## src/bscan_defines.vh

```
`ifndef BSCAN_DEFINES_VH
`define BSCAN_DEFINES_VH
// ----------------------------------------
// Instruction register
// ----------------------------------------
`define IR_W 10
`define IR_SAMPLE 10'h005
`define IR_EXTEST 10'h00f
`define IR_BYPASS 10'h3ff
`define IR_USERCODE 10'h007
`define IR_IDCODE 10'h006
`define IR_HIGHZ 10'h00b
`define IR_CLAMP 10'h00a
`define IR_RECONFIG 10'h001
`define IR_CONFIG_IO 10'h00d
`define IR_CAPTURE 10'h001
// ----------------------------------------
// Data registers
// ----------------------------------------
`define ID_W 32
`define UC_W 32
`define NPIN 4
`define BSR_W 12
`define IOCFG_W 8
// Arbitrary identification value
`define IDCODE_VAL 32'h1234_5001
`define USERCODE_RST 32'hffff_ffff
// ----------------------------------------
// TAP states
// ----------------------------------------
`define S_W 16
`define S_RESET 16'h0001
`define S_IDLE 16'h0002
`define S_SEL_DR 16'h0004
`define S_CAP_DR 16'h0008
`define S_SH_DR 16'h0010
`define S_EX1_DR 16'h0020
`define S_PAU_DR 16'h0040
`define S_EX2_DR 16'h0080
`define S_UPD_DR 16'h0100
`define S_SEL_IR 16'h0200
`define S_CAP_IR 16'h0400
`define S_SH_IR 16'h0800
`define S_EX1_IR 16'h1000
`define S_PAU_IR 16'h2000
`define S_EX2_IR 16'h4000
`define S_UPD_IR 16'h8000
`endif

```

## src/bscan_tap.v

```verilog
`timescale 1ns/1ps
`include "bscan_defines.vh"
// Function
// - SAMPLE/PRELOAD captures pins into boundary register, allows shifting preload pattern
// - EXTEST drives boundary register onto outputs, captures inputs
// - BYPASS puts one-bit bypass register between TDI and TDO
// - USERCODE shifts out 32-bit user code register
// - IDCODE shifts out identification register
// - HIGHZ selects bypass and tri-states every I/O pin
// - CLAMP selects bypass, holds pins at boundary register values
// - Reconfig instruction pulses internal request, physical request pin untouched
// - I/O-config instruction loads I/O settings, halts configuration in progress
// - Status held low from I/O-config issue until its register updates
// - Bus hold or weak pull-up overrides high-impedance under test instructions
module bscan_tap (
  input wire clk_i,
  input wire sys_rst_i,
  input wire tck_i,
  input wire tms_i,
  input wire tdi_i,
  input wire trst_n_i,
  input wire [`NPIN-1:0] pin_in_i,
  input wire [`NPIN-1:0] core_out_i,
  input wire [`NPIN-1:0] core_oe_i,
  input wire [`NPIN-1:0] keeper_en_i,
  input wire config_request_n_i,
  input wire config_busy_i,
  output reg tdo_o,
  output reg tdo_oe_o,
  output reg [`NPIN-1:0] pin_out_o,
  output reg [`NPIN-1:0] pin_oe_o,
  output reg [`NPIN-1:0] pin_keep_o,
  output reg [`NPIN-1:0] core_in_o,
  output reg reconfig_o,
  output reg config_halt_o,
  output reg config_status_n_o,
  output reg [`IOCFG_W-1:0] io_element_cfg_o
);
  // ----------------------------------------
  // Input synchronisation
  // ----------------------------------------
  // Pins are sampled by clk_i, so a tck edge is seen two cycles late
  wire [3:0] ls;
  wire [`NPIN-1:0] pin_s;
  pin_sync #(.W(4)) u_link (
    .clk_i(clk_i),
    .sys_rst_i(sys_rst_i),
    .d_i({tck_i, tms_i, tdi_i, trst_n_i}),
    .q_o(ls)
  );
  pin_sync #(.W(`NPIN)) u_pins (
    .clk_i(clk_i),
    .sys_rst_i(sys_rst_i),
    .d_i(pin_in_i),
    .q_o(pin_s)
  );
  // Request pin enters inverted so the flops' reset value reads as no request
  wire cfg_req_s;
  pin_sync #(.W(1)) u_req (
    .clk_i(clk_i),
    .sys_rst_i(sys_rst_i),
    .d_i(~config_request_n_i),
    .q_o(cfg_req_s)
  );
  wire tck_s = ls[3];
  wire tms_s = ls[2];
  wire tdi_s = ls[1];
  wire trst_s_n = ls[0];
  reg tck_d_r;
  wire rise = tck_s & ~tck_d_r;
  wire fall = ~tck_s & tck_d_r;
  // ----------------------------------------
  // TAP state machine
  // ----------------------------------------
  reg [`S_W-1:0] st_r;
  reg [`S_W-1:0] st_nxt;
  always @*
  begin
    case (st_r)
      `S_RESET: st_nxt = tms_s ? `S_RESET : `S_IDLE;
      `S_IDLE: st_nxt = tms_s ? `S_SEL_DR : `S_IDLE;
      `S_SEL_DR: st_nxt = tms_s ? `S_SEL_IR : `S_CAP_DR;
      `S_CAP_DR: st_nxt = tms_s ? `S_EX1_DR : `S_SH_DR;
      `S_SH_DR: st_nxt = tms_s ? `S_EX1_DR : `S_SH_DR;
      `S_EX1_DR: st_nxt = tms_s ? `S_UPD_DR : `S_PAU_DR;
      `S_PAU_DR: st_nxt = tms_s ? `S_EX2_DR : `S_PAU_DR;
      `S_EX2_DR: st_nxt = tms_s ? `S_UPD_DR : `S_SH_DR;
      `S_UPD_DR: st_nxt = tms_s ? `S_SEL_DR : `S_IDLE;
      `S_SEL_IR: st_nxt = tms_s ? `S_RESET : `S_CAP_IR;
      `S_CAP_IR: st_nxt = tms_s ? `S_EX1_IR : `S_SH_IR;
      `S_SH_IR: st_nxt = tms_s ? `S_EX1_IR : `S_SH_IR;
      `S_EX1_IR: st_nxt = tms_s ? `S_UPD_IR : `S_PAU_IR;
      `S_PAU_IR: st_nxt = tms_s ? `S_EX2_IR : `S_PAU_IR;
      `S_EX2_IR: st_nxt = tms_s ? `S_UPD_IR : `S_SH_IR;
      `S_UPD_IR: st_nxt = tms_s ? `S_SEL_DR : `S_IDLE;
      default: st_nxt = `S_RESET;
    endcase
  end
  // ----------------------------------------
  // Registers
  // ----------------------------------------
  reg [`IR_W-1:0] ir_sh_r;
  reg [`IR_W-1:0] ir_r;
  reg bypass_r;
  reg [`ID_W-1:0] dr32_r;
  reg [`UC_W-1:0] usercode_r;
  reg [`BSR_W-1:0] bsr_sh_r;
  reg [`BSR_W-1:0] bsr_r;
  reg [`IOCFG_W-1:0] iocfg_sh_r;
  reg cfgio_hold_r;
  wire [`BSR_W-1:0] bsr_cap = {pin_s, core_out_i, core_oe_i};
  wire in_ext = (ir_r == `IR_EXTEST);
  wire in_clamp = (ir_r == `IR_CLAMP);
  wire in_highz = (ir_r == `IR_HIGHZ);
  wire sel_bsr = (ir_r == `IR_SAMPLE) | in_ext;
  wire sel_id = (ir_r == `IR_IDCODE);
  wire sel_uc = (ir_r == `IR_USERCODE);
  wire sel_io = (ir_r == `IR_CONFIG_IO);
  // Unknown codes fall to bypass, as the standard expects
  wire sel_byp = ~(sel_bsr | sel_id | sel_uc | sel_io);
  wire ir_upd_go = rise & (st_r == `S_UPD_IR);
  wire dr_upd_go = rise & (st_r == `S_UPD_DR);
  always @(posedge clk_i)
  begin
    if (sys_rst_i)
    begin
      tck_d_r <= 1'b0;
      st_r <= `S_RESET;
      ir_sh_r <= `IR_CAPTURE;
      ir_r <= `IR_IDCODE;
      bypass_r <= 1'b0;
      dr32_r <= {`ID_W{1'b0}};
      usercode_r <= `USERCODE_RST;
      bsr_sh_r <= {`BSR_W{1'b0}};
      bsr_r <= {`BSR_W{1'b0}};
      iocfg_sh_r <= {`IOCFG_W{1'b0}};
      io_element_cfg_o <= {`IOCFG_W{1'b0}};
      cfgio_hold_r <= 1'b0;
      reconfig_o <= 1'b0;
      config_halt_o <= 1'b0;
      tdo_o <= 1'b0;
      tdo_oe_o <= 1'b0;
    end
    else
    begin
      tck_d_r <= tck_s;
      reconfig_o <= 1'b0;
      config_halt_o <= 1'b0;
      if (!trst_s_n)
      begin
        st_r <= `S_RESET;
        ir_r <= `IR_IDCODE;
      end
      else if (rise)
      begin
        st_r <= st_nxt;
        case (st_r)
          `S_RESET: ir_r <= `IR_IDCODE;
          `S_CAP_IR: ir_sh_r <= `IR_CAPTURE;
          `S_SH_IR: ir_sh_r <= {tdi_s, ir_sh_r[`IR_W-1:1]};
          `S_CAP_DR:
          begin
            bypass_r <= 1'b0;
            if (sel_id)
              dr32_r <= `IDCODE_VAL;
            if (sel_uc)
              dr32_r <= usercode_r;
            if (sel_bsr)
              bsr_sh_r <= bsr_cap;
          end
          `S_SH_DR:
          begin
            if (sel_byp)
              bypass_r <= tdi_s;
            if (sel_id | sel_uc)
              dr32_r <= {tdi_s, dr32_r[`ID_W-1:1]};
            if (sel_bsr)
              bsr_sh_r <= {tdi_s, bsr_sh_r[`BSR_W-1:1]};
            if (sel_io)
              iocfg_sh_r <= {tdi_s, iocfg_sh_r[`IOCFG_W-1:1]};
          end
          `S_UPD_DR:
          begin
            if (sel_bsr)
              bsr_r <= bsr_sh_r;
            if (sel_io)
            begin
              io_element_cfg_o <= iocfg_sh_r;
              cfgio_hold_r <= 1'b0;
            end
          end
          `S_UPD_IR:
          begin
            ir_r <= ir_sh_r;
            if (ir_sh_r == `IR_RECONFIG)
              reconfig_o <= 1'b1;
            if (ir_sh_r == `IR_CONFIG_IO)
            begin
              cfgio_hold_r <= 1'b1;
              config_halt_o <= config_busy_i;
            end
          end
          default: ;
        endcase
      end
      else if (fall)
      begin
        // TDO changes on the falling test-clock edge
        tdo_oe_o <= (st_r == `S_SH_DR) | (st_r == `S_SH_IR);
        if (st_r == `S_SH_IR)
          tdo_o <= ir_sh_r[0];
        else if (sel_id | sel_uc)
          tdo_o <= dr32_r[0];
        else if (sel_bsr)
          tdo_o <= bsr_sh_r[0];
        else if (sel_io)
          tdo_o <= iocfg_sh_r[0];
        else
          tdo_o <= bypass_r;
      end
    end
  end
  // ----------------------------------------
  // Pin control
  // ----------------------------------------
  wire [`NPIN-1:0] b_out = bsr_r[2*`NPIN-1:`NPIN];
  wire [`NPIN-1:0] b_oe = bsr_r[`NPIN-1:0];
  always @(posedge clk_i)
  begin
    if (sys_rst_i)
    begin
      pin_out_o <= {`NPIN{1'b0}};
      pin_oe_o <= {`NPIN{1'b0}};
      pin_keep_o <= {`NPIN{1'b0}};
      core_in_o <= {`NPIN{1'b0}};
      config_status_n_o <= 1'b1;
    end
    else
    begin
      core_in_o <= pin_s;
      config_status_n_o <= ~cfgio_hold_r & ~cfg_req_s;
      if (in_ext | in_clamp)
      begin
        pin_out_o <= b_out;
        pin_oe_o <= b_oe;
      end
      else if (in_highz)
      begin
        pin_out_o <= {`NPIN{1'b0}};
        pin_oe_o <= {`NPIN{1'b0}};
      end
      else
      begin
        pin_out_o <= core_out_i;
        pin_oe_o <= core_oe_i;
      end
      // Keeper stays active where a test instruction floats a pin
      if (in_ext | in_clamp)
        pin_keep_o <= keeper_en_i & ~b_oe;
      else if (in_highz)
        pin_keep_o <= keeper_en_i;
      else
        pin_keep_o <= keeper_en_i & ~core_oe_i;
    end
  end
endmodule // bscan_tap

```

## src/pin_sync.v

```verilog
`timescale 1ns/1ps
// ----------------------------------------
// Two-flop synchroniser
// ----------------------------------------
module pin_sync #(
  parameter W = 1
) (
  input wire clk_i,
  input wire sys_rst_i,
  input wire [W-1:0] d_i,
  output reg [W-1:0] q_o
);
  reg [W-1:0] meta_r;
  always @(posedge clk_i)
  begin
    if (sys_rst_i)
    begin
      meta_r <= {W{1'b0}};
      q_o <= {W{1'b0}};
    end
    else
    begin
      meta_r <= d_i;
      q_o <= meta_r;
    end
  end
endmodule // pin_sync

```

## config.mk

```make
export PLATFORM = sky130hd
export DESIGN_NAME = bscan_tap
export DESIGN_NICKNAME = d
export VERILOG_FILES = /design/src/bscan_tap.v /design/src/pin_sync.v
export VERILOG_INCLUDE_DIRS = /design/src /design/src/src
export SDC_FILE = /design/constraint.sdc
export NUM_CORES = 1
export LEC_CHECK = 0
export ABC_CLOCK_PERIOD_IN_PS = 6100
export BUFFER_PORTS_ARGS = -buffer_cell sky130_fd_sc_hd__buf_2
export CAP_MARGIN = 0
export CORE_MARGIN = 4
export CORE_UTILIZATION = 40
export CTS_BUF_LIST = sky130_fd_sc_hd__clkbuf_2 sky130_fd_sc_hd__clkbuf_4 sky130_fd_sc_hd__clkbuf_8
export DETAILED_ROUTE_END_ITERATION = 8
export PLACE_DENSITY_LB_ADDON = 0.08
export SLEW_MARGIN = 5
export SYNTH_ARGS = -nofsm -noshare
export SYNTH_HDL_FRONTEND = slang
export SYNTH_HIERARCHICAL = 1
export SYNTH_SLANG_ARGS = --single-unit
export TNS_END_PERCENT = 5
```

## constraint.sdc

```tcl
create_clock -name clk_i -period 6.1 [get_ports clk_i]
set_clock_uncertainty 0.2 [all_clocks]
set_input_delay 1.22 -clock clk_i [delete_from_list [all_inputs] [get_ports clk_i]]
set_output_delay 1.22 -clock clk_i [all_outputs]
set_load 0.02 [all_outputs]
```

==> results.toml <==
[routing]
via_per_inst = 5.286
top_layer = "met4"
detail-route-antenna-nets = 0
wl_met1_um = 6116
firstDrtPassIters = 4
vias = 4625
drc = 0
wl_per_cell_um = 14.68
drtIter0Drc = 310
dr_wl_met2_um = 6056
wl_um = 12850
wl_met3_um = 567

[critical_path]
worstPathBufferInverterCount = 3
critical_path.endpoint_type = "register"
worstReg2RegStart = "st_r[4]$_SDFFE_PP0P_"
crit_arrival_ns = 3.89
crit_start = "sys_rst_i"
cp_top_family = "simple AND/OR/NAND/NOR gates"
critical_path.endpoint = "ir_r[1]$_SDFFE_PP1P_"
r2r_end = "cfgio_hold_r$_SDFFE_PP0P_"
r2r_setup_slack_ns = 3.08
worstSetupPathDepth = 6
max_stage_delay_ns = 0.78
rr_worst_depth = 6
required_ns = 6.20
start_kind = "input pin"
worstPathMaxFanout = 50
slowest_stage = "inv_1"
path_class = "input pin to register"
path_cells = "buf_2 -> buf_4 -> inv_1 -> nand2_1 -> nor2_1 -> a22oi_1"

[yosys]
synth_edf_count = 0
netlist-cell-type-count = 53
syn_nets = 673
ys_seq_elements = 146
synthTopCellsByArea = "dfxtp_1 (50%), mux2i_1 (6.3%), nor2_1 (6.1%)"
ys_seq_area_frac = 0.4972
yosys.area.top_type = "dfxtp_1"
async_flop_share = 0
synth-main-ff-cell = "dfxtp_1"
yosys_warnings = 6
netlist_area_sq_um = 5878
synthMostInstantiatedCell = "dfxtp_1"
synth_top_area_share = 0.4972
syn_inst = 649
ys_top_cells_by_count = "dfxtp_1 (146), nor2_1 (95), a21oi_1 (54)"
synth_area_per_cell_sq_um = 9.057

[sta]
layout_min_cycle_time_ns = 3.789
tns_ns = 0
hold_slack_ns = 0.2256
maxSlewViolCount = 0
finalCritPeriodShare = 0.6212
max_freq_mhz = 263.9
max_slew_margin = 0.3454
setup_viol = 0
rsz0062_at_grt = "false"
worst_slew_pin_slew_ns = 0.9809
hold_viol = 0

[floorplanning]
ioPinCount = 53
die_area_sq_um = 16700
rows = 44
fp.dieW_um = 129.2
start_util = 0.4060
core_sq_um = 14480
die_height_um = 129.2

[global_routing]
grt_pass1_wl_um = 21290
antenna_found_initial = 0
grt_max_degree = 51
grt_pass1_vias = 4195
grt_overflow = 0
grt_use_total = 0.1603

[cts]
insertion_delay_ns = 0.44
cts_made_buffers = 17
cts_setup_buffers = 0
cts_resized = 0
cts_hold_buf = 0
ctsLongestPathBuffers = 2
cts_num_sinks = 146
h-tree-depth = 4
clk_pin_slew_worst_paths_ns = 0.08
cts_root_buf = "clkbuf_8"
cts_tree = "done"

[placement]
io_buffers = 52
place_area_sq_um = 6225
gp_congestion = 0.7739
dpl.hpwl_um = 8349

[final_layout]
n_antenna_cell = 0
drive_gt1_frac = 0.1606
design_area_sq_um = 6646
areaGrowthSynthToFinish_pct = 13.07
final_nets = 702

[flow_run]
cap_viol_max_count = 0

[pwr]
power.leakage_nw = 2.724
ir_drop_v = 0.0001455
power_density_nw_per_um2 = 272.1

[hold_path]
hold_class = "register to register"

[status]
status = "complete, no violations"
==> power breakdown <==
| group | internal (mW) | leakage (nW) | total (mW) | switching, mW |
|---|---|---|---|---|
| sequential | 0.963 | 1.18 | 0.967 | 0.00451 |
| clock | 0.443 | 0.219 | 0.790 | 0.347 |
| combinational | 0.0184 | 1.32 | 0.0511 | 0.0326 |
==> layout by cell type, fill, tap and decap left out, drive strengths merged, types with 2 or more instances in the layout <==
cell type,count
dfxtp,146
a211oi,8
nor3,10
and4,3
inv,7
xnor2,5
and2,3
nor4,17
mux2i,37
nand2b,3
a22o,8
nand2,46
nand4b,2
nor2,95
o21ai,36
clkinv,6
a21oi,54
nor2b,26
a32oi,3
bufinv,3
nor4bb,2
nand4,6
nand3,13
nand3b,6
nor4b,6
a22oi,11
buf,59
o211ai,3
o41ai,2
and3,8
xor2,5
a31o,8
clkbuf,22
nor3b,9
==> final cells by class <==
type	instances	area, sq um
fill	1423	7833
sequential	146	2923
multi-input combinational	447	2733
timing repair buffer	59	312.8
clock buffer	22	290.3
tap	184	230.2
clock inverter	10	131.4
inverter	7	26.28
==> per-stage QoR <==
step	std cells	power [mW]	setup slack, ns	util
finish	875	1.809	2.311	0.4590
floorplan	649	1.019	3.654	-
global route	875	1.880	1.980	0.4590
global placement	843	1.041	1.894	0.4299
CTS	875	1.838	2.271	0.4590
detailed placement	843	1.042	1.776	0.4299
==> logic make-up (layout without fill, tap and decap cells) <==
| family | count (synthesis) | in the layout | share of synthesized area |
|---|---|---|---|
| compound gates | 141 | 141 | 0.1471 |
| xor+xnor | 10 | 10 | 0.01490 |
| buf+inv | 56 | 98 | 0.04044 |
| flops | 146 | 146 | 0.4972 |
| mux | 37 | 37 | 0.06301 |
| simple gates | 259 | 259 | 0.2373 |
==> flip-flops by register name (all words and copies together), names as in the netlist, 8 cells and up <==
register / count
ir_r: 10
dr32_r: 32
st_r: 16
ir_sh_r: 10
io_element_cfg_o: 8
bsr_sh_r: 12
bsr_r: 8
iocfg_sh_r: 8
==> per-layer routing <==
metal / vias up / global-route usage
met4: 0 / 0.04694
met1: 2199 / 0.2146
met5: - / 0
li1: 2345 / -
met2: 73 / 0.2494
met3: 8 / 0.05070
==> worst min path at each step <==
stage / cells past startpoint / startpoint / slack [ns] / to
after floorplan: 1 / u_req/q_o$_SDFF_PP0_ / 0.19 / config_status_n_o$_SDFF_PP1_
after global placement: 1 / u_pins/meta_r[3]$_SDFF_PP0_ / 0.22 / u_pins/q_o[3]$_SDFF_PP0_
after detailed placement: 1 / u_req/q_o$_SDFF_PP0_ / 0.20 / config_status_n_o$_SDFF_PP1_
after CTS: 1 / u_req/q_o$_SDFF_PP0_ / 0.23 / config_status_n_o$_SDFF_PP1_
after global routing: 1 / u_pins/meta_r[2]$_SDFF_PP0_ / 0.26 / u_pins/q_o[2]$_SDFF_PP0_
final: 1 / u_req/q_o$_SDFF_PP0_ / 0.23 / config_status_n_o$_SDFF_PP1_
(Power assumes the default switching activity.)
